### src/tka_pkg.sv
// Shared constants and types for the touch and ADC configuration bank.
package tka_pkg;

    // ------------------------------------------------------------------
    // Register offsets.
    // ------------------------------------------------------------------
    localparam logic [7:0] TKA_OFF_PWR      = 8'h0A; // Touch power option, write-only.
    localparam logic [7:0] TKA_OFF_ADC_CTL  = 8'h3B; // ADC control.
    localparam logic [7:0] TKA_OFF_ADC_MODE = 8'h3C; // ADC clock mode, write-only.
    localparam logic [7:0] TKA_OFF_RES_HI   = 8'h3E; // ADC result high byte.
    localparam logic [7:0] TKA_OFF_RES_LO   = 8'h3F; // ADC result low nibble.
    localparam logic [7:0] TKA_OFF_TCH_EN   = 8'h45; // Touch channel enables 0 to 7.
    localparam logic [7:0] TKA_OFF_TPARAM   = 8'h46; // Reserved touch parameters.
    localparam logic [7:0] TKA_OFF_TTYPE    = 8'h47; // Touch type and reference mode.
    localparam logic [7:0] TKA_OFF_CNT_HI   = 8'h48; // Touch count bits 11 to 8.
    localparam logic [7:0] TKA_OFF_CNT_LO   = 8'h49; // Touch count bits 7 to 0.
    localparam logic [7:0] TKA_OFF_IRQ_STS  = 8'h4A; // Event status, write one to clear.
    localparam logic [7:0] TKA_OFF_IRQ_MSK  = 8'h4B; // Event mask.

    // ------------------------------------------------------------------
    // Field positions.
    // ------------------------------------------------------------------
    localparam int TKA_PWR_VSEL  = 3; // Regulator voltage: 0 gives 2.4 V, 1 gives 2 V.
    localparam int TKA_PWR_TSUP  = 2; // Touch supply: 0 from VDD, 1 from regulator.
    localparam int TKA_PWR_BGOFF = 0; // Bandgap low voltage detect power off.
    localparam int TKA_ADC_EN    = 7; // ADC enable.
    localparam int TKA_ADC_GO    = 6; // Start on write, ready on read.
    localparam int TKA_CH_LSB    = 2; // Channel selector low bit.
    localparam int TKA_CH_MSB    = 5; // Channel selector high bit.
    localparam int TKA_DIV_LSB   = 1; // Clock divider code low bit.
    localparam int TKA_DIV_MSB   = 3; // Clock divider code high bit.
    localparam int TKA_TYPE_LSB  = 6; // Touch module type low bit.
    localparam int TKA_VREF_MSB  = 1; // Reference mode high bit.
    localparam int TKA_EV_TOUCH  = 0; // Touch measurement finished.
    localparam int TKA_EV_ADC    = 1; // ADC conversion finished.

    // ------------------------------------------------------------------
    // Widths and reset values.
    // ------------------------------------------------------------------
    localparam int         TKA_NEV       = 2;     // Number of interrupt events.
    localparam int         TKA_CNT_W     = 12;    // Touch count and ADC result width.
    localparam int         TKA_DIV_W     = 7;     // Divider counter width, up to 128.
    localparam logic [7:0] TKA_ZERO_BYTE = 8'h00; // Reset value of every register except ADC control, which reads 8'h40.

    // ADC conversion sequencer states, Gray coded from idle to latch; latch back to idle flips both bits.
    typedef enum logic [1:0] {
        TKA_ADC_IDLE  = 2'b00,
        TKA_ADC_CONV  = 2'b01,
        TKA_ADC_LATCH = 2'b11
    } tka_adc_e;

    // Terminal count of the ADC clock divider for a divider code.
    function automatic logic [TKA_DIV_W-1:0] tka_div_limit(input logic [2:0] code);
        logic [TKA_DIV_W:0] full;
        full = (TKA_DIV_W+1)'(1) << code;
        return TKA_DIV_W'(full - (TKA_DIV_W+1)'(1));
    endfunction : tka_div_limit

endpackage : tka_pkg

### src/tka_div_if.sv
// Carrier between the bank and its ADC clock divider.
`timescale 1ns/100ps
interface tka_div_if;
    logic [2:0] div_sel; // Divider code, divide by two to its power.
    logic       run;     // Divider runs while the ADC is enabled.
    logic       tick;    // One-cycle ADC clock enable.

    // Bank side.
    modport ctrl (output div_sel, output run, input tick);
    // Divider side.
    modport div (input div_sel, input run, output tick);
endinterface : tka_div_if

### src/tka_bank.sv
// Touch and ADC configuration register bank with conversion control.
//
// How it works
// - Eight touch enables, reset zero, one connects.
// - Touch count split high nibble, low byte.
// - Bits 7-6 select touch module type.
// - Write-only bit 3 picks regulator voltage.
// - Write-only bit 2 picks touch supply.
// - ADC control bit 7 enables the ADC.
// - Bit 6 reads one when ADC ready.
// - Bits 5-2 select the conversion input.
// - Clock mode divides system clock by 2^n.
// - Result high byte, low register upper nibble.
`timescale 1ns/100ps
module tka_bank
    import tka_pkg::*;
(
    input  wire logic                 ref_clk,       // System clock, 50 MHz.
    input  wire logic                 rst_b,         // Asynchronous reset, active low.
    input  wire logic [7:0]           reg_addr,      // Register address.
    input  wire logic [7:0]           reg_wdata,     // Write data.
    input  wire logic                 reg_wr,        // Write strobe.
    input  wire logic                 reg_rd,        // Read strobe.
    output logic      [7:0]           reg_rdata,     // Read data, one cycle later.
    input  wire logic                 touch_busy,    // Touch measurement running.
    input  wire logic [TKA_CNT_W-1:0] touch_count,   // Touch charge counter.
    input  wire logic                 adc_done,      // Analog conversion finished.
    input  wire logic [TKA_CNT_W-1:0] adc_value,     // Analog conversion value.
    output logic      [7:0]           touch_enable,  // Pin to touch unit connects.
    output logic      [1:0]           touch_type,    // Touch module type.
    output logic      [1:0]           touch_vref_mode, // Reference voltage mode.
    output logic                      regulator_2v,  // Regulator at 2 V, else 2.4 V.
    output logic                      touch_supply_from_regulator, // Else VDD.
    output logic                      bandgap_low_voltage_detect_off, // Detector off.
    output logic                      adc_enable,    // ADC powered.
    output logic      [3:0]           adc_channel,   // Conversion input select.
    output logic                      adc_convert,   // Conversion in progress.
    output logic                      adc_clk_en,    // ADC clock enable pulse.
    output logic                      irq            // Level interrupt.
);

    // ------------------------------------------------------------------
    // State.
    // ------------------------------------------------------------------
    typedef struct packed {
        logic [7:0]           tch_en;  // Touch channel enables.
        logic [7:0]           tparam;  // Reserved touch parameter byte.
        logic [7:0]           ttype;   // Touch type and reference mode byte.
        logic [7:0]           pwr;     // Touch power option byte.
        logic                 adc_en;  // ADC enable.
        logic [3:0]           adc_ch;  // ADC channel selector.
        logic [2:0]           div_sel; // ADC clock divider code.
        tka_adc_e             adc_st;  // Conversion sequencer.
        logic [TKA_CNT_W-1:0] result;  // Last conversion result.
        logic [TKA_CNT_W-1:0] tcount;  // Held touch count.
        logic [2:0]           busy_s;  // Synchroniser for touch busy.
        logic [2:0]           done_s;  // Synchroniser for conversion done.
        logic                 busy_l;  // Accepted touch busy level.
        logic                 done_l;  // Accepted conversion done level.
        logic [TKA_NEV-1:0]   status;  // Sticky event bits.
        logic [TKA_NEV-1:0]   mask;    // Event enables.
        logic                 irq;     // Registered interrupt.
        logic                 clk_en;  // Registered ADC clock enable.
        logic                 conv;    // Registered conversion-in-progress flag.
        logic [7:0]           rdata;   // Read data.
    } tka_top_s;

    tka_top_s st_r;   // Current state.
    tka_top_s st_nxt; // Next state.

    logic [TKA_NEV-1:0] ev_set; // Events raised this cycle.
    logic [TKA_NEV-1:0] ev_clr; // Bits software clears this cycle.
    logic               wr_hit; // Write strobe, taken unqualified.

    tka_div_if div_bus (); // Link to the clock divider.

    // ------------------------------------------------------------------
    // ADC clock divider.
    // ------------------------------------------------------------------

    // Divider runs only while the ADC is enabled.
    assign div_bus.div_sel = st_r.div_sel;
    assign div_bus.run     = st_r.adc_en;

    tka_adc_clkdiv u_div (
        .ref_clk (ref_clk),
        .rst_b   (rst_b),
        .dv      (div_bus.div)
    );

    // ------------------------------------------------------------------
    // Next state.
    // ------------------------------------------------------------------

    // Computes pin synchronisers, register writes, the sequencer and reads.
    always_comb
    begin
        st_nxt       = st_r;
        ev_set       = '0;
        ev_clr       = '0;
        wr_hit       = reg_wr;
        st_nxt.rdata = TKA_ZERO_BYTE;
        st_nxt.clk_en = div_bus.tick;

        // Three-stage synchronisers; only stages two and three are compared.
        st_nxt.busy_s = {st_r.busy_s[1:0], touch_busy};
        st_nxt.done_s = {st_r.done_s[1:0], adc_done};
        if (st_r.busy_s[1] == st_r.busy_s[2])
        begin
            st_nxt.busy_l = st_r.busy_s[2];
        end
        if (st_r.done_s[1] == st_r.done_s[2])
        begin
            st_nxt.done_l = st_r.done_s[2];
        end

        // A measurement has ended: freeze its count for reads.
        if (st_r.busy_l && !st_nxt.busy_l)
        begin
            st_nxt.tcount        = touch_count;
            ev_set[TKA_EV_TOUCH] = 1'b1;
        end

        // Register writes.
        if (wr_hit)
        begin
            case (reg_addr)
                TKA_OFF_TCH_EN:
                begin
                    st_nxt.tch_en = reg_wdata;
                end
                TKA_OFF_TPARAM:
                begin
                    st_nxt.tparam = reg_wdata;
                end
                TKA_OFF_TTYPE:
                begin
                    st_nxt.ttype = reg_wdata;
                end
                TKA_OFF_PWR:
                begin
                    st_nxt.pwr = reg_wdata;
                end
                TKA_OFF_ADC_CTL:
                begin
                    st_nxt.adc_en = reg_wdata[TKA_ADC_EN];
                    st_nxt.adc_ch = reg_wdata[TKA_CH_MSB:TKA_CH_LSB];
                end
                TKA_OFF_ADC_MODE:
                begin
                    st_nxt.div_sel = reg_wdata[TKA_DIV_MSB:TKA_DIV_LSB];
                end
                TKA_OFF_IRQ_STS:
                begin
                    ev_clr = reg_wdata[TKA_NEV-1:0];
                end
                TKA_OFF_IRQ_MSK:
                begin
                    st_nxt.mask = reg_wdata[TKA_NEV-1:0];
                end
                default:
                begin
                    // Unmapped or read-only offset: write ignored.
                end
            endcase
        end

        // Conversion sequencer.
        case (st_r.adc_st)
            TKA_ADC_IDLE:
            begin
                // A start needs the enable in the same write.
                if (wr_hit && reg_addr == TKA_OFF_ADC_CTL
                    && reg_wdata[TKA_ADC_GO] && reg_wdata[TKA_ADC_EN])
                begin
                    st_nxt.adc_st = TKA_ADC_CONV;
                end
            end
            TKA_ADC_CONV:
            begin
                if (!st_nxt.adc_en)
                begin
                    // Disabling the ADC abandons the conversion.
                    st_nxt.adc_st = TKA_ADC_IDLE;
                end
                else if (st_r.done_l == 1'b0 && st_nxt.done_l == 1'b1)
                begin
                    st_nxt.adc_st = TKA_ADC_LATCH;
                end
            end
            TKA_ADC_LATCH:
            begin
                // Result lands on the same edge that ready rises again.
                st_nxt.result      = adc_value;
                ev_set[TKA_EV_ADC] = 1'b1;
                st_nxt.adc_st      = TKA_ADC_IDLE;
            end
            default:
            begin
                st_nxt.adc_st = TKA_ADC_IDLE;
            end
        endcase

        // Conversion flag kept in its own flop so the output needs no decode.
        st_nxt.conv = (st_nxt.adc_st == TKA_ADC_CONV) ? 1'b1 : 1'b0;

        // Sticky events; a new event wins over a clear in the same cycle.
        st_nxt.status = (st_r.status & ~ev_clr) | ev_set;
        st_nxt.irq    = |(st_nxt.status & st_nxt.mask);

        // Read data, presented the cycle after the strobe only.
        if (reg_rd)
        begin
            case (reg_addr)
                TKA_OFF_TCH_EN:
                begin
                    st_nxt.rdata = st_r.tch_en;
                end
                TKA_OFF_TPARAM:
                begin
                    st_nxt.rdata = st_r.tparam;
                end
                TKA_OFF_TTYPE:
                begin
                    st_nxt.rdata = st_r.ttype;
                end
                TKA_OFF_ADC_CTL:
                begin
                    // Reserved low bits read zero.
                    st_nxt.rdata[TKA_ADC_EN]              = st_r.adc_en;
                    st_nxt.rdata[TKA_ADC_GO]              = (st_r.adc_st == TKA_ADC_IDLE);
                    st_nxt.rdata[TKA_CH_MSB:TKA_CH_LSB]   = st_r.adc_ch;
                end
                TKA_OFF_CNT_HI:
                begin
                    // Upper nibble reserved, reads zero.
                    st_nxt.rdata[3:0] = st_r.tcount[TKA_CNT_W-1:8];
                end
                TKA_OFF_CNT_LO:
                begin
                    st_nxt.rdata = st_r.tcount[7:0];
                end
                TKA_OFF_RES_HI:
                begin
                    st_nxt.rdata = st_r.result[TKA_CNT_W-1:4];
                end
                TKA_OFF_RES_LO:
                begin
                    st_nxt.rdata[7:4] = st_r.result[3:0];
                end
                TKA_OFF_IRQ_STS:
                begin
                    st_nxt.rdata[TKA_NEV-1:0] = st_r.status;
                end
                TKA_OFF_IRQ_MSK:
                begin
                    st_nxt.rdata[TKA_NEV-1:0] = st_r.mask;
                end
                default:
                begin
                    // Write-only and unmapped offsets read zero.
                    st_nxt.rdata = TKA_ZERO_BYTE;
                end
            endcase
        end
    end

    // ------------------------------------------------------------------
    // State register.
    // ------------------------------------------------------------------

    // Every field resets to zero, which is also the idle sequencer state.
    always_ff @(posedge ref_clk or negedge rst_b)
    begin
        if (!rst_b)
            st_r <= '0;
        else
            st_r <= st_nxt;
    end

    // ------------------------------------------------------------------
    // Outputs, each straight from the state register.
    // ------------------------------------------------------------------
    assign reg_rdata                      = st_r.rdata;
    assign touch_enable                   = st_r.tch_en;
    assign touch_type                     = st_r.ttype[TKA_TYPE_LSB+1:TKA_TYPE_LSB];
    assign touch_vref_mode                = st_r.ttype[TKA_VREF_MSB:0];
    assign regulator_2v                   = st_r.pwr[TKA_PWR_VSEL];
    assign touch_supply_from_regulator    = st_r.pwr[TKA_PWR_TSUP];
    assign bandgap_low_voltage_detect_off = st_r.pwr[TKA_PWR_BGOFF];
    assign adc_enable                     = st_r.adc_en;
    assign adc_channel                    = st_r.adc_ch;
    assign adc_convert                    = st_r.conv;
    assign adc_clk_en                     = st_r.clk_en;
    assign irq                            = st_r.irq;

endmodule : tka_bank

### src/tka_adc_clkdiv.sv
// ADC clock divider making a one-cycle enable from the system clock.
`timescale 1ns/100ps
module tka_adc_clkdiv
    import tka_pkg::*;
(
    input wire logic ref_clk,
    input wire logic rst_b,
    tka_div_if.div   dv
);

    // ------------------------------------------------------------------
    // State.
    // ------------------------------------------------------------------
    typedef struct packed {
        logic [TKA_DIV_W-1:0] cnt;  // Cycles since the last tick.
        logic                 tick; // Registered enable pulse.
    } tka_div_s;

    tka_div_s st_r;   // Current state.
    tka_div_s st_nxt; // Next state.

    // Counts up to the terminal value of the code, then ticks once.
    always_comb
    begin
        st_nxt      = st_r;
        st_nxt.tick = 1'b0;
        if (!dv.run)
        begin
            // Held at zero while the ADC is off.
            st_nxt.cnt = '0;
        end
        else if (st_r.cnt >= tka_div_limit(dv.div_sel))
        begin
            // Terminal count reached: pulse and restart.
            st_nxt.cnt  = '0;
            st_nxt.tick = 1'b1;
        end
        else
        begin
            st_nxt.cnt = st_r.cnt + TKA_DIV_W'(1);
        end
    end

    // Registers the state.
    always_ff @(posedge ref_clk or negedge rst_b)
    begin
        if (!rst_b)
            st_r <= '0;
        else
            st_r <= st_nxt;
    end

    assign dv.tick = st_r.tick;

endmodule : tka_adc_clkdiv

### config.mk
export PLATFORM = sky130hd
export DESIGN_NAME = tka_bank
export DESIGN_NICKNAME = d
export VERILOG_FILES = /design/src/tka_pkg.sv /design/src/tka_div_if.sv /design/src/tka_bank.sv /design/src/tka_adc_clkdiv.sv
export SDC_FILE = /design/constraint.sdc
export NUM_CORES = 1
export LEC_CHECK = 0
export ABC_AREA = 1
export BUFFER_PORTS_ARGS = -buffer_cell sky130_fd_sc_hd__buf_2
export CAP_MARGIN = 20
export CORE_MARGIN = 8
export CORE_UTILIZATION = 51
export DETAILED_ROUTE_END_ITERATION = 7
export GPL_TIMING_DRIVEN = 1
export PLACE_DENSITY = 0.76
export SYNTH_ARGS = -nofsm -noshare
export SYNTH_HDL_FRONTEND = slang
export SYNTH_HIERARCHICAL = 1
export SYNTH_SLANG_ARGS = --single-unit
export TNS_END_PERCENT = 30
### constraint.sdc
create_clock -name ref_clk -period 1.4 [get_ports ref_clk]
set_input_delay 0.21 -clock ref_clk [delete_from_list [all_inputs] [get_ports ref_clk]]
set_output_delay 0.21 -clock ref_clk [all_outputs]
set_load 0.1 [all_outputs]
Word level (Yosys, flattened, before mapping)

Index checks and enable logic that the tools add are counted.
Widths: inputs -> output; s select.

Shifts and indexed selects: 1
Add/subtract/negate cells: 2
Reduce and logical (&&, ||, !) cells: 14
Magnitude comparators: 1
Muxes and demuxes: 24
Bitwise gates (word level): 5
Equality and inequality tests: 17

Operators by type and width:

| operator            | number |
|---|---|
| $eq 8x7->1 const B  | 7 |
| $eq 8x6->1 const B  | 4 |
| $pmux 4 s7          | 1 |
| $mux 8              | 2 |
| $pmux 2 s8          | 1 |
| $mux 2              | 7 |
| $mux 7              | 2 |
| $pmux 2 s7          | 1 |
| $reduce_and 2->1    | 6 |
| $eq 8x4->1 const B  | 1 |
| $add 7x1->7 const B | 1 |
| $ge 7x7->1          | 1 |
| $mux 1              | 7 |
| $shl 1x3->7 const A | 1 |
| $sub 7x1->7 const B | 1 |
| $logic_and 1x1->1   | 5 |
| $mux 5              | 1 |
| $and 2x2->2         | 2 |
| $eq 2x1->1 const B  | 2 |
| $pmux 2 s2          | 1 |
| $mux 3              | 1 |
| $eq 1x1->1          | 2 |
| $eq 2x2->1 const B  | 1 |
| $logic_not 2->1     | 1 |
| 5 further kinds     | 5 |

Logic and storage cells: 86
Bits in registers: 97
Output and inout port bits: 31

Logic depth before layout (Yosys ltp)

Gate-level depths: netlist of the first run.

Depth after elaboration: 8
Gate-level depth with buffers: 10

Modules after synthesis

Netlist of the first run, hierarchy kept.

By module, submodules not included:

| module         | seq. area each (um^2) | cells each | area each (um^2) | instances |
|---|---|---|---|---|
| tka_bank       | 2102.0                | 432        | 3982.6           | 1 |
| tka_adc_clkdiv | 200.2                 | 83         | 605.6            | 1 |

Worst setup path before layout of the first run

Ideal clock, no wire load.

Path kind: reg2reg
Start: register st_r, in the netlist adc_enable
End: register u_div/st_r[4] (netlist bit)
Setup time: 0.073 ns
Arrival time: 1.434 ns
Slack: -0.108 ns
Period minus slack after synthesis: 1.508 ns
Cell stages (with the launch flop): 4
Path buffers: 1
Path through: dfrtp_1 > bufbuf_8 > nand3_1 > nor2_1

RTL lines:

| element                  | RTL line             | source |
|---|---|---|
| start: declaration       | tka_bank.sv:68       | `tka_top_s st_r;` |
| start signal: assignment | tka_bank.sv:278      | `st_r <= st_nxt;` |
| end signal: assignment   | tka_adc_clkdiv.sv:50 | `st_r <= st_nxt;` |
| end: declaration         | tka_adc_clkdiv.sv:19 | `tka_div_s st_r;` |

==> results of run 1 <==
## cell type report
class,count,area (sq um)
Multi-Input combinational cell,336,1900
Inverter,48,180
Timing Repair Buffer,101,697
Tap cell,108,135
Fill cell,707,3270
Sequential cell,92,2310
Clock inverter,4,97.6
Clock buffer,11,141
## cell usage after synthesis (all sizes together)
cell,count
nand3,68
buf,37
xor2,1
clkbuf,1
nor2,53
inv,48
nand2,120
o21bai,1
mux2,12
nand4,3
or3b,1
dfrtp,92
a21o,1
o21ai,49
a21oi,15
maj3,2
and3,2
ha,8
bufbuf,1
## worst max-delay path, cell delays in order, from the launching register on
cell and delay (ns):
sky130_fd_sc_hd__dfrtp_2 0.47, sky130_fd_sc_hd__buf_6 0.14, sky130_fd_sc_hd__inv_2 0.05, sky130_fd_sc_hd__nand2_2 0.06, sky130_fd_sc_hd__ha_4 0.26, sky130_fd_sc_hd__nand2_2 0.04, sky130_fd_sc_hd__nor2_1 0.14, sky130_fd_sc_hd__nand3_1 0.16
sky130_fd_sc_hd__nand3_4 0.17, sky130_fd_sc_hd__nand2_1 0.06, sky130_fd_sc_hd__inv_1 0.06
## sequential cells by signal, summed over array words and instances (netlist names), 2 cells and up
register,cells
st_r,46
touch_type,2
div_bus.div_sel,3
u_div/st_r,7
touch_vref_mode,2
reg_rdata,8
st_nxt,4
touch_enable,8
adc_channel,4
## kinds of logic (layout without fill, tap and decap cells)
group                    after synthesis  in the layout  share of synthesized area, %
AO/OA/AOI/OAI                         66             66                          7.47
XOR/XNOR                               1              1                         0.191
adder cells (fa/ha/maj)               10             10                          2.62
buffers and inverters                 87            164                          10.7
flip-flops                            92             92                          50.2
multiplexers                          12             12                          2.95
AND/OR/NAND/NOR                      247            247                          25.9
## final timing paths
path,slack (ns),start,depth (start not counted),to
setup / recovery,-0.27,div_bus.div_sel[0]$_DFFE_PN0P_,10,u_div/dv.tick$_DFF_PN0_
hold / removal,0.07,adc_value[8],2,st_r[43]$_DFFE_PN0P_
setup reg to reg,-0.27,div_bus.div_sel[0]$_DFFE_PN0P_,10,u_div/dv.tick$_DFF_PN0_
hold reg to reg,0.36,st_nxt[21]$_DFF_PN0_,0,st_nxt[22]$_DFF_PN0_
max in group asynchronous,0.52,rst_b,3,st_r[26]$_DFFE_PN0P_
min in group asynchronous,0.33,rst_b,2,reg_rdata[2]$_DFF_PN0_
## metal layers
layer,track usage [%],vias up
met5,0,-
met4,8.20,0
met3,3.84,19
met2,30.0,127
met1,22.5,1737
li1,-,1794
## per-stage QoR
step | power (mW) | std cells
after floorplan | 3.51 | 515
after global placement | 3.73 | 680
after detailed placement | 3.75 | 680
after CTS | 5.92 | 699
after global routing | 6.15 | 700
final | 5.91 | 700
## where the power goes
| part | total, mW | leakage [nW] | switching, mW | internal (mW) |
|---|---|---|---|---|
| clock network | 2.14 | 0.116 | 0.911 | 1.23 |
| registers | 2.93 | 1.18 | 0.114 | 2.82 |
| logic | 0.835 | 1.51 | 0.578 | 0.257 |
## timing repair
item / 4_1_cts / 5_1_grt
hold endpoints to repair: 32 / 0
pin swaps: 7 / 10
endpoints found under the setup margin: 24 / 9
hold buffers: 3 / 0
buffers inserted: 1 / 1
resized for setup: 25 / 17
==> metrics.txt, run 1 <==
# TYPE chip_impl_metric gauge
chip_impl_metric{name="cts.sinks",unit=""} 92
chip_impl_metric{name="antenna_found_initial",unit=""} 0
chip_impl_metric{name="timing.critical_path.arrival",unit="ns"} 1.97
chip_impl_metric{name="grt_start_max_net_pins",unit=""} 35
chip_impl_metric{name="vias_in_the_first_global_route",unit=""} 3788
chip_impl_info{name="yosys-top-cells-area",value="sky130_fd_sc_hd__dfrtp_1 (50%), sky130_fd_sc_hd__nand2_1 (9.2%), sky130_fd_sc_hd__nand3_1 (6.9%), sky130_fd_sc_hd__buf_4 (4.4%), sky130_fd_sc_hd__inv_1 (3.6%)"} 1
chip_impl_metric{name="post_drt_wl_per_cell",unit="microns"} 15.9
chip_impl_metric{name="diodes",unit=""} 0
chip_impl_metric{name="grt_first_pass_wirelength",unit="microns"} 18400
chip_impl_metric{name="drt-met1-wl",unit="microns"} 4780
chip_impl_info{name="cts_root_buf",value="sky130_fd_sc_hd__clkbuf_8"} 1
chip_impl_metric{name="worstMarginPinSlew",unit="ns"} 0.495
chip_impl_metric{name="mappedNetlistArea",unit="sq um"} 4590
chip_impl_metric{name="netlist-cell-type-count",unit=""} 32
chip_impl_metric{name="total_core_area",unit="sq um"} 8720
chip_impl_metric{name="synth-seq-area-share",unit="%"} 50.2
chip_impl_metric{name="area_delta_synth_final",unit="%"} 18.9
chip_impl_metric{name="max_freq",unit="MHz"} 598
chip_impl_metric{name="layout_skew",unit="ns"} 0.00737
chip_impl_metric{name="nets",unit=""} 642
chip_impl_metric{name="via_total_after_detailed_routing",unit=""} 3677
chip_impl_metric{name="slew_headroom",unit="%"} 67.2
chip_impl_metric{name="synth_top_cell_area_share",unit="%"} 50.2
chip_impl_metric{name="grt_usage",unit="%"} 18.3
chip_impl_metric{name="die_width",unit="microns"} 111
chip_impl_metric{name="cellLeakagePower",unit="nW"} 2.80
chip_impl_metric{name="cp_max_fo",unit=""} 8
chip_impl_metric{name="std_cell_rows",unit=""} 34
chip_impl_metric{name="finalWirelength",unit="microns"} 11100
chip_impl_metric{name="drt_iter0_markers",unit=""} 149
chip_impl_info{name="final_common_cell",value="sky130_fd_sc_hd__nand2_1"} 1
chip_impl_metric{name="synth_nets",unit=""} 569
chip_impl_metric{name="start_util",unit="%"} 52.6
chip_impl_info{name="synth_largest_area_cell",value="sky130_fd_sc_hd__dfrtp_1"} 1
chip_impl_info{name="grt_setup_unrepaired",value="true"} 1
chip_impl_metric{name="count_of_maximum_capacitance_violations",unit=""} 0
chip_impl_metric{name="share_of_the_cycle_needed_by_the_critical_path_after_routing",unit="%"} 119
chip_impl_metric{name="worst_setup_hold_path_clk_slew",unit="ns"} 0.09
chip_impl_metric{name="met3WireLength",unit="microns"} 611
chip_impl_info{name="tritoncts",value="built"} 1
chip_impl_metric{name="cts_buffer_depth",unit=""} 2
chip_impl_metric{name="dpl_cell_area",unit="sq um"} 5010
chip_impl_metric{name="setup_viol",unit=""} 8
chip_impl_info{name="failed_checks",value="setup timing"} 1
chip_impl_metric{name="boundaryPins",unit=""} 77
chip_impl_metric{name="die-area",unit="sq um"} 12300
chip_impl_metric{name="dp_slack",unit="ns"} -0.256
chip_impl_metric{name="placement.io_buffers",unit=""} 76
chip_impl_metric{name="die-height",unit="microns"} 111
chip_impl_metric{name="synthCells",unit=""} 515
chip_impl_info{name="worst_hold_path_type",value="input pin to flop"} 1
chip_impl_metric{name="routability_congestion_estimate_from_global_placement",unit=""} 0.827
chip_impl_metric{name="dpl.hpwl",unit="microns"} 8030
chip_impl_metric{name="postRouteAntennaNets",unit=""} 0
chip_impl_metric{name="grt-ovfl-total",unit=""} 0
chip_impl_info{name="routed.top_layer",value="met4"} 1
chip_impl_metric{name="drc_viols",unit=""} 0
chip_impl_info{name="critPathKind",value="flop to flop"} 1
chip_impl_metric{name="drt_pre_antenna_iters",unit=""} 5
chip_impl_metric{name="clkLatencyLatePin",unit="ns"} 0.36
chip_impl_metric{name="post-route-worst-setup-slack",unit="ns"} -0.271
chip_impl_metric{name="peakVddDrop",unit="V"} 0.000555
chip_impl_info{name="setup.worst_path.start_class",value="flop"} 1
chip_impl_info{name="most-common-layout-cells",value="sky130_fd_sc_hd__nand2_1 (108), sky130_fd_sc_hd__dfrtp_1 (88), sky130_fd_sc_hd__nand3_1 (62)"} 1
chip_impl_metric{name="post-route-util",unit="%"} 62.6
chip_impl_metric{name="cp_data_required_time",unit="ns"} 1.70
chip_impl_metric{name="synth_area_per_cell",unit="sq um"} 8.91
chip_impl_info{name="status",value="finished, violations left"} 1
chip_impl_metric{name="timing.hold.ws",unit="ns"} 0.0742
chip_impl_metric{name="detailroute.wirelength.met2",unit="microns"} 5530
chip_impl_metric{name="cts-buffers-inserted",unit=""} 9
chip_impl_metric{name="p_per_area",unit="nW/um^2"} 1080
chip_impl_metric{name="finalMaxSlewViolations",unit=""} 0
chip_impl_metric{name="drive_above_1_share",unit="%"} 28.9
chip_impl_metric{name="final_period_minus_worst_setup_slack",unit="ns"} 1.67
chip_impl_metric{name="yosys_register_bits",unit=""} 92
chip_impl_metric{name="final_cell_area",unit="sq um"} 5460
chip_impl_metric{name="ctsHtreeMaxLevel",unit=""} 3
chip_impl_info{name="timing.critical_path.to_type",value="flop"} 1
chip_impl_metric{name="vias_per_cell",unit=""} 5.25
chip_impl_metric{name="setup-tns-final",unit="ns"} -2.02
chip_impl_metric{name="yosysWarningCount",unit=""} 6
chip_impl_metric{name="hold_viol",unit=""} 0
Power figures use the tool's default switching activity.
==> run 2, diff against run 1 <==
Settings changed: REMOVE_ABC_BUFFERS set to 1.
==> metrics.txt, run 2 (synthesized netlist as in run 1, its figures left out) <==
# TYPE chip_impl_metric gauge
chip_impl_metric{name="worst_setup_hold_path_clk_slew",unit="ns"} 0.10
chip_impl_metric{name="timing.critical_path.arrival",unit="ns"} 1.86
chip_impl_metric{name="finalPower",unit="mW"} 5.58
chip_impl_metric{name="share_of_the_cycle_needed_by_the_critical_path_after_routing",unit="%"} 114
chip_impl_metric{name="p_per_area",unit="nW/um^2"} 1030
chip_impl_metric{name="count_of_maximum_capacitance_violations",unit=""} 0
chip_impl_info{name="crit_slowest_cell",value="sky130_fd_sc_hd__dfrtp_2"} 1
chip_impl_metric{name="cts.sinks",unit=""} 92
chip_impl_metric{name="grtUsageMet1",unit="%"} 20.0
chip_impl_info{name="worstPathCellList",value="o21ai_2 > ha_1 > nand2_1 > nand2_1 > a21oi_2 > nand3_4 > nand2_1 > inv_1"} 1
chip_impl_metric{name="die-height",unit="microns"} 111
chip_impl_metric{name="dpl.hpwl",unit="microns"} 8000
chip_impl_metric{name="via_total_after_detailed_routing",unit=""} 3741
chip_impl_metric{name="cts-buffers-inserted",unit=""} 9
chip_impl_info{name="largest-register",value="st_r"} 1
chip_impl_metric{name="nets",unit=""} 643
chip_impl_metric{name="grt_usage",unit="%"} 17.1
chip_impl_metric{name="finalMaxSlewViolations",unit=""} 0
chip_impl_metric{name="grt_first_pass_wirelength",unit="microns"} 17300
chip_impl_metric{name="diodes",unit=""} 0
chip_impl_info{name="status",value="finished, violations left"} 1
chip_impl_info{name="critical-path-top-delay-family",value="flip-flops"} 1
chip_impl_metric{name="placement.io_buffers",unit=""} 76
chip_impl_metric{name="grt-ovfl-total",unit=""} 0
chip_impl_metric{name="finalWirelength",unit="microns"} 10800
chip_impl_metric{name="final_period_minus_worst_setup_slack",unit="ns"} 1.60
chip_impl_metric{name="antenna_found_initial",unit=""} 0
chip_impl_metric{name="dpl_cell_area",unit="sq um"} 5040
chip_impl_metric{name="cts_buffer_depth",unit=""} 2
chip_impl_metric{name="final.fill_count",unit=""} 741
chip_impl_metric{name="std_cell_rows",unit=""} 34
chip_impl_metric{name="layout_skew",unit="ns"} 0.0142
chip_impl_metric{name="die_width",unit="microns"} 111
chip_impl_metric{name="hold_viol",unit=""} 0
chip_impl_metric{name="grt_use_met2",unit="%"} 29.5
chip_impl_info{name="most-common-layout-cells",value="sky130_fd_sc_hd__nand2_1 (110), sky130_fd_sc_hd__dfrtp_1 (89), sky130_fd_sc_hd__nand3_1 (62)"} 1
chip_impl_metric{name="ctsHtreeMaxLevel",unit=""} 3
chip_impl_info{name="critPathKind",value="flop to flop"} 1
chip_impl_metric{name="slew_headroom",unit="%"} 67.3
chip_impl_metric{name="clkLatencyLatePin",unit="ns"} 0.36
chip_impl_metric{name="vias_in_the_first_global_route",unit=""} 3682
chip_impl_metric{name="drt_pre_antenna_iters",unit=""} 5
chip_impl_metric{name="worst-path-stages",unit=""} 8
chip_impl_info{name="grt_setup_unrepaired",value="true"} 1
chip_impl_info{name="final_common_cell",value="sky130_fd_sc_hd__nand2_1"} 1
chip_impl_metric{name="ff2ff_path_depth",unit=""} 8
chip_impl_info{name="failed_checks",value="setup timing"} 1
chip_impl_info{name="cts_root_buf",value="sky130_fd_sc_hd__clkbuf_8"} 1
chip_impl_metric{name="total_core_area",unit="sq um"} 8720
chip_impl_metric{name="drc_viols",unit=""} 0
chip_impl_metric{name="post_drt_wl_per_cell",unit="microns"} 15.3
chip_impl_metric{name="vias_per_cell",unit=""} 5.33
chip_impl_metric{name="grt_use_met3",unit="%"} 2.76
chip_impl_info{name="setup.worst_path.start_class",value="flop"} 1
chip_impl_metric{name="cp_max_fo",unit=""} 8
chip_impl_metric{name="drive_above_1_share",unit="%"} 28.1
chip_impl_info{name="path_common_cell",value="sky130_fd_sc_hd__nand2_1"} 1
chip_impl_info{name="globalRoute.busiestLayer",value="met2"} 1
chip_impl_metric{name="crit_path_max_incr_delay",unit="ns"} 0.48
chip_impl_metric{name="cellLeakagePower",unit="nW"} 2.80
chip_impl_info{name="worst_hold_path_type",value="input pin to flop"} 1
chip_impl_info{name="tritoncts",value="built"} 1
chip_impl_metric{name="post-route-worst-setup-slack",unit="ns"} -0.198
chip_impl_metric{name="postRouteAntennaNets",unit=""} 0
chip_impl_metric{name="largest_register_ff_count",unit=""} 46
chip_impl_metric{name="cp_data_required_time",unit="ns"} 1.67
chip_impl_metric{name="boundaryPins",unit=""} 77
chip_impl_metric{name="routability_congestion_estimate_from_global_placement",unit=""} 0.889
chip_impl_metric{name="dp_slack",unit="ns"} -0.241
chip_impl_info{name="timing.critical_path.to_type",value="flop"} 1
chip_impl_metric{name="worstPathBufferInverterCount",unit=""} 1
chip_impl_metric{name="setup_viol",unit=""} 8
chip_impl_metric{name="area_delta_synth_final",unit="%"} 17.8
chip_impl_metric{name="final_cell_area",unit="sq um"} 5400
chip_impl_metric{name="die-area",unit="sq um"} 12300
chip_impl_metric{name="count_of_cells_along_the_worst_hold_path",unit=""} 2
chip_impl_metric{name="peakVddDrop",unit="V"} 0.000462
chip_impl_metric{name="max_freq",unit="MHz"} 626
chip_impl_metric{name="drt_iter0_markers",unit=""} 162
chip_impl_metric{name="grt_start_max_net_pins",unit=""} 50
chip_impl_metric{name="worstMarginPinSlew",unit="ns"} 0.494
chip_impl_metric{name="start_util",unit="%"} 52.6
-- run 2: cell count changes in the layout (fill, tap and decap cells not counted), sizes merged --
cell,before,now
buf,97,99
clkinvlp,1,3
clkbuf,12,11
bufinv,3,1
clkinv,0,1
-- run 2: area by class of cell --
class | instances | area [sq um] | share of cell area, %
tap | 108 | 135 | 2.50
sequential | 92 | 2310 | 42.7
clock buffer | 11 | 141 | 2.62
timing repair buffer | 102 | 719 | 13.3
clock inverter | 5 | 61.3 | 1.13
inverter | 48 | 180 | 3.33
multi-input combinational | 336 | 1860 | 34.4
-- run 2: power breakdown --
group          switching (mW)  internal [mW]
sequential              0.106           2.82
combinational           0.569          0.253
clock                   0.954          0.878
-- run 2: metrics by stage --
step | hold WS (ns) | utilization (%) | setup TNS, ns | instances
6_report | 0.0671 | 62.0 | -1.30 | 702
5_1_grt | 0.0650 | 62.0 | -1.83 | 702
4_1_cts | 0.0584 | 61.2 | -1.01 | 701
3_5_place_dp | 0.0861 | 57.8 | -1.75 | 681
3_3_place_gp | 0.0855 | 57.8 | -0.844 | 681
2_1_floorplan | -0.0856 | - | -0.462 | 476
-- run 2: metal layers --
metal | vias to the layer above | routed length [microns]
met3 | 17 | 569
met4 | 0 | 247
met5 | - | 0
met1 | 1801 | 4430
li1 | 1803 | -
met2 | 120 | 5500
-- run 2: path summary, 6_finish.rpt --
kind	from	endpoint	slack, ns
setup / recovery	div_bus.div_sel[1]$_DFFE_PN0P_	u_div/dv.tick$_DFF_PN0_	-0.20
hold reg to reg	st_nxt[18]$_DFF_PN0_	st_nxt[19]$_DFF_PN0_	0.36
min in group asynchronous	rst_b	touch_supply_from_regulator$_DFFE_PN0P_	0.24
setup reg to reg	div_bus.div_sel[1]$_DFFE_PN0P_	u_div/dv.tick$_DFF_PN0_	-0.20
max in group asynchronous	rst_b	st_r[34]$_DFFE_PN0P_	0.65
hold / removal	adc_value[4]	st_r[39]$_DFFE_PN0P_	0.07
-- run 2: what timing repair did --
item | CTS | global route
hold endpoints to repair | 27 | 0
setup endpoints to repair | 25 | 10
pin swaps | 1 | 4
hold buffers | 3 | 0
buffers inserted | 1 | 1
gates resized for setup | 20 | 13
==> run 3, diff against run 2 <==
Settings changed: CORE_UTILIZATION 51 to 56, PLACE_DENSITY 0.76 to 0.79.
Clock period 1.4 ns to 1.65 ns, I/O delays scaled along.
==> metrics.txt, run 3 (synthesized netlist as in run 1, its figures left out) <==
# TYPE chip_impl_metric gauge
chip_impl_info{name="status",value="finished, final reports clean"} 1
chip_impl_metric{name="p_sw",unit="mW"} 1.41
chip_impl_metric{name="timing.critical_path.arrival",unit="ns"} 1.84
chip_impl_metric{name="dpl.hpwl",unit="microns"} 7790
chip_impl_metric{name="postCtsSetupBuffers",unit=""} 0
chip_impl_metric{name="drive_above_1_share",unit="%"} 25.5
chip_impl_info{name="most-common-layout-cells",value="sky130_fd_sc_hd__nand2_1 (112), sky130_fd_sc_hd__dfrtp_1 (89), sky130_fd_sc_hd__buf_2 (75)"} 1
chip_impl_metric{name="antenna_found_initial",unit=""} 0
chip_impl_metric{name="vias_per_cell",unit=""} 5.46
chip_impl_metric{name="regArea",unit="sq um"} 2310
chip_impl_info{name="critPathKind",value="flop to flop"} 1
chip_impl_info{name="worst_hold_startpoint",value="adc_value[6]"} 1
chip_impl_metric{name="grt-ovfl-total",unit=""} 0
chip_impl_info{name="setup.worst_path.start_class",value="flop"} 1
chip_impl_metric{name="finalMaxSlewViolations",unit=""} 0
chip_impl_info{name="globalRoute.busiestLayer",value="met2"} 1
chip_impl_metric{name="final_period_minus_worst_setup_slack",unit="ns"} 1.58
chip_impl_metric{name="count_of_maximum_capacitance_violations",unit=""} 0
chip_impl_metric{name="grtUsageMet1",unit="%"} 22.8
chip_impl_metric{name="nets",unit=""} 630
chip_impl_metric{name="cts.sinks",unit=""} 92
chip_impl_metric{name="cts-buffers-inserted",unit=""} 9
chip_impl_metric{name="final.fill_count",unit=""} 682
chip_impl_metric{name="die_width",unit="microns"} 107
chip_impl_metric{name="post-route-worst-setup-slack",unit="ns"} 0.0671
chip_impl_metric{name="diodes",unit=""} 0
chip_impl_metric{name="post-route-util",unit="%"} 63.5
chip_impl_metric{name="vias_in_the_first_global_route",unit=""} 3663
chip_impl_metric{name="ctsHtreeMaxLevel",unit=""} 3
chip_impl_metric{name="grt_use_met2",unit="%"} 30.1
chip_impl_metric{name="crit_path_max_incr_delay",unit="ns"} 0.46
chip_impl_metric{name="finalWirelength",unit="microns"} 10400
chip_impl_metric{name="start_util",unit="%"} 56.7
chip_impl_metric{name="pwr-share-comb",unit="%"} 14.3
chip_impl_metric{name="internal_power",unit="mW"} 3.19
chip_impl_metric{name="die-area",unit="sq um"} 11300
chip_impl_metric{name="setup_viol",unit=""} 0
chip_impl_metric{name="share_of_the_cycle_needed_by_the_critical_path_after_routing",unit="%"} 95.9
chip_impl_metric{name="grt_use_met3",unit="%"} 3.69
chip_impl_metric{name="grt_start_max_net_pins",unit=""} 35
chip_impl_info{name="timing.critical_path.to_type",value="flop"} 1
chip_impl_info{name="final_common_cell",value="sky130_fd_sc_hd__nand2_1"} 1
chip_impl_metric{name="via_total_after_detailed_routing",unit=""} 3745
chip_impl_info{name="crit_slowest_cell",value="sky130_fd_sc_hd__dfrtp_2"} 1
chip_impl_metric{name="post_drt_wl_per_cell",unit="microns"} 15.2
chip_impl_metric{name="cellLeakagePower",unit="nW"} 2.71
chip_impl_info{name="worstPathCellList",value="o21ai_1 > ha_1 > nand2_1 > nand2_1 > a21oi_2 > nand3_4 > nand2_1 > inv_1"} 1
chip_impl_metric{name="cts_buffer_depth",unit=""} 2
chip_impl_info{name="crit_path_end",value="u_div/dv.tick$_DFF_PN0_"} 1
chip_impl_metric{name="combined_area_of_the_multi_input_logic_cells",unit="sq um"} 1810
chip_impl_metric{name="cp_max_fo",unit=""} 8
chip_impl_metric{name="finalPower",unit="mW"} 4.60
chip_impl_metric{name="peakVddDrop",unit="V"} 0.000430
chip_impl_metric{name="cp_data_required_time",unit="ns"} 1.91
chip_impl_info{name="regToRegStartpoint",value="div_bus.div_sel[1]$_DFFE_PN0P_"} 1
chip_impl_metric{name="hold_viol",unit=""} 0
chip_impl_metric{name="postRouteAntennaNets",unit=""} 0
chip_impl_metric{name="ff2ff_path_depth",unit=""} 8
chip_impl_metric{name="largest_register_ff_count",unit=""} 46
chip_impl_metric{name="slew_headroom",unit="%"} 67.3
chip_impl_metric{name="max_freq",unit="MHz"} 632
chip_impl_metric{name="drt_iter0_markers",unit=""} 236
chip_impl_metric{name="boundaryPins",unit=""} 77
chip_impl_metric{name="setup-tns-final",unit="ns"} 0
chip_impl_info{name="cts_root_buf",value="sky130_fd_sc_hd__clkbuf_8"} 1
chip_impl_metric{name="clockPowerShare",unit="%"} 31.7
chip_impl_metric{name="total_core_area",unit="sq um"} 8090
chip_impl_metric{name="drt_pre_antenna_iters",unit=""} 5
chip_impl_metric{name="worstMarginPinSlew",unit="ns"} 0.494
chip_impl_metric{name="layout_skew",unit="ns"} 0.0119
chip_impl_metric{name="timing.reg2reg.setup_slack",unit="ns"} 0.07
chip_impl_info{name="largest-register",value="st_r"} 1
chip_impl_info{name="tritoncts",value="built"} 1
chip_impl_info{name="path_common_cell",value="sky130_fd_sc_hd__nand2_1"} 1
chip_impl_metric{name="grt_usage",unit="%"} 18.5
chip_impl_metric{name="worst_setup_hold_path_clk_slew",unit="ns"} 0.10
chip_impl_metric{name="placement.io_buffers",unit=""} 76
chip_impl_metric{name="grt_first_pass_wirelength",unit="microns"} 17000
chip_impl_metric{name="clkLatencyLatePin",unit="ns"} 0.37
chip_impl_info{name="worst_r2r_endpoint",value="u_div/dv.tick$_DFF_PN0_"} 1
chip_impl_metric{name="p_per_area",unit="nW/um^2"} 895
chip_impl_metric{name="routability_congestion_estimate_from_global_placement",unit=""} 0.904
chip_impl_info{name="setup.worst_path.start",value="div_bus.div_sel[1]$_DFFE_PN0P_"} 1
chip_impl_metric{name="dp_slack",unit="ns"} 0.0151
chip_impl_metric{name="die-height",unit="microns"} 107
chip_impl_metric{name="pwr-share-seq",unit="%"} 53.9
chip_impl_info{name="worst_hold_path_type",value="input pin to flop"} 1
chip_impl_metric{name="std_cell_rows",unit=""} 33
chip_impl_metric{name="drc_viols",unit=""} 0
chip_impl_metric{name="p_sw_share",unit="%"} 30.6
chip_impl_metric{name="area_delta_synth_final",unit="%"} 11.9
run 3: changes by cell type in the layout (fill, tap and decap cells not counted), moves of 2 or more:
cell,change
sky130_fd_sc_hd__ha_1,+2
sky130_fd_sc_hd__nand2_1,+2
sky130_fd_sc_hd__buf_12,-5
sky130_fd_sc_hd__buf_2,+17
sky130_fd_sc_hd__ha_4,-2
sky130_fd_sc_hd__clkinvlp_4,-2
sky130_fd_sc_hd__inv_6,+2
sky130_fd_sc_hd__buf_4,-24
sky130_fd_sc_hd__nand2_2,-2
run 3: metal layers:
| layer | vias up | share of wire [%] |
|---|---|---|
| li1 | 1769 | - |
| met1 | 1820 | 40 |
| met2 | 126 | 50 |
| met3 | 30 | 6.3 |
| met4 | 0 | 2.9 |
| met5 | - | 0 |
run 3: critical path, delay by kind of cell, from the launching register on:
kind | cells | cell delay, ns
AOI/OAI and AO/OA | 2 | 0.35
adders and majority gates | 1 | 0.27
buffers and inverters | 1 | 0.04
DFF | 1 | 0.46
and+or+nand+nor | 4 | 0.39
run 3: cell type report:
| cell class | count | share of cell area, % |
|---|---|---|
| Clock buffer | 10 | 2.68 |
| Inverter | 48 | 3.51 |
| Sequential cell | 92 | 44.9 |
| Tap cell | 105 | 2.56 |
| Timing Repair Buffer | 89 | 9.99 |
| Clock inverter | 6 | 1.05 |
| Multi-Input combinational cell | 336 | 35.3 |
run 3: how the worst min path moves through the flow:
stage	to	slack (ns)	cells after the start
2_1_floorplan	adc_channel[0]$_DFFE_PN0N_	-0.05	0
3_3_place_gp	adc_enable$_DFF_PN0_	0.23	1
3_5_place_dp	adc_enable$_DFF_PN0_	0.23	1
4_1_cts	st_r[35]$_DFFE_PN0P_	0.09	2
5_1_grt	st_r[44]$_DFFE_PN0P_	0.10	2
6_report	st_r[41]$_DFFE_PN0P_	0.10	2
run 3: through the flow:
| stage | hold WS, ns | instances | cell area, sq um |
|---|---|---|---|
| final | 0.103 | 686 | 5130 |
| after global routing | 0.103 | 686 | 5130 |
| after CTS | 0.0908 | 686 | 5110 |
| after detailed placement | 0.228 | 667 | 4890 |
| after global placement | 0.225 | 667 | 4890 |
| after floorplan | -0.0481 | 476 | 4280 |
run 3: repair_timing:
action                                  CTS  global route
resized for setup                         0             8
endpoints found under the setup margin    0             8
endpoints found under the hold margin    32             0
hold buffers                              3             0
run 3: power groups by stage:
stage | clock [mW] | sequential, mW | combinational [mW]
floorplan | 0 | 2.69 | 0.235
global placement | 0 | 2.51 | 0.628
detailed placement | 0 | 2.52 | 0.648
CTS | 1.48 | 2.48 | 0.658
global route | 1.57 | 2.49 | 0.722
finish | 1.46 | 2.48 | 0.659
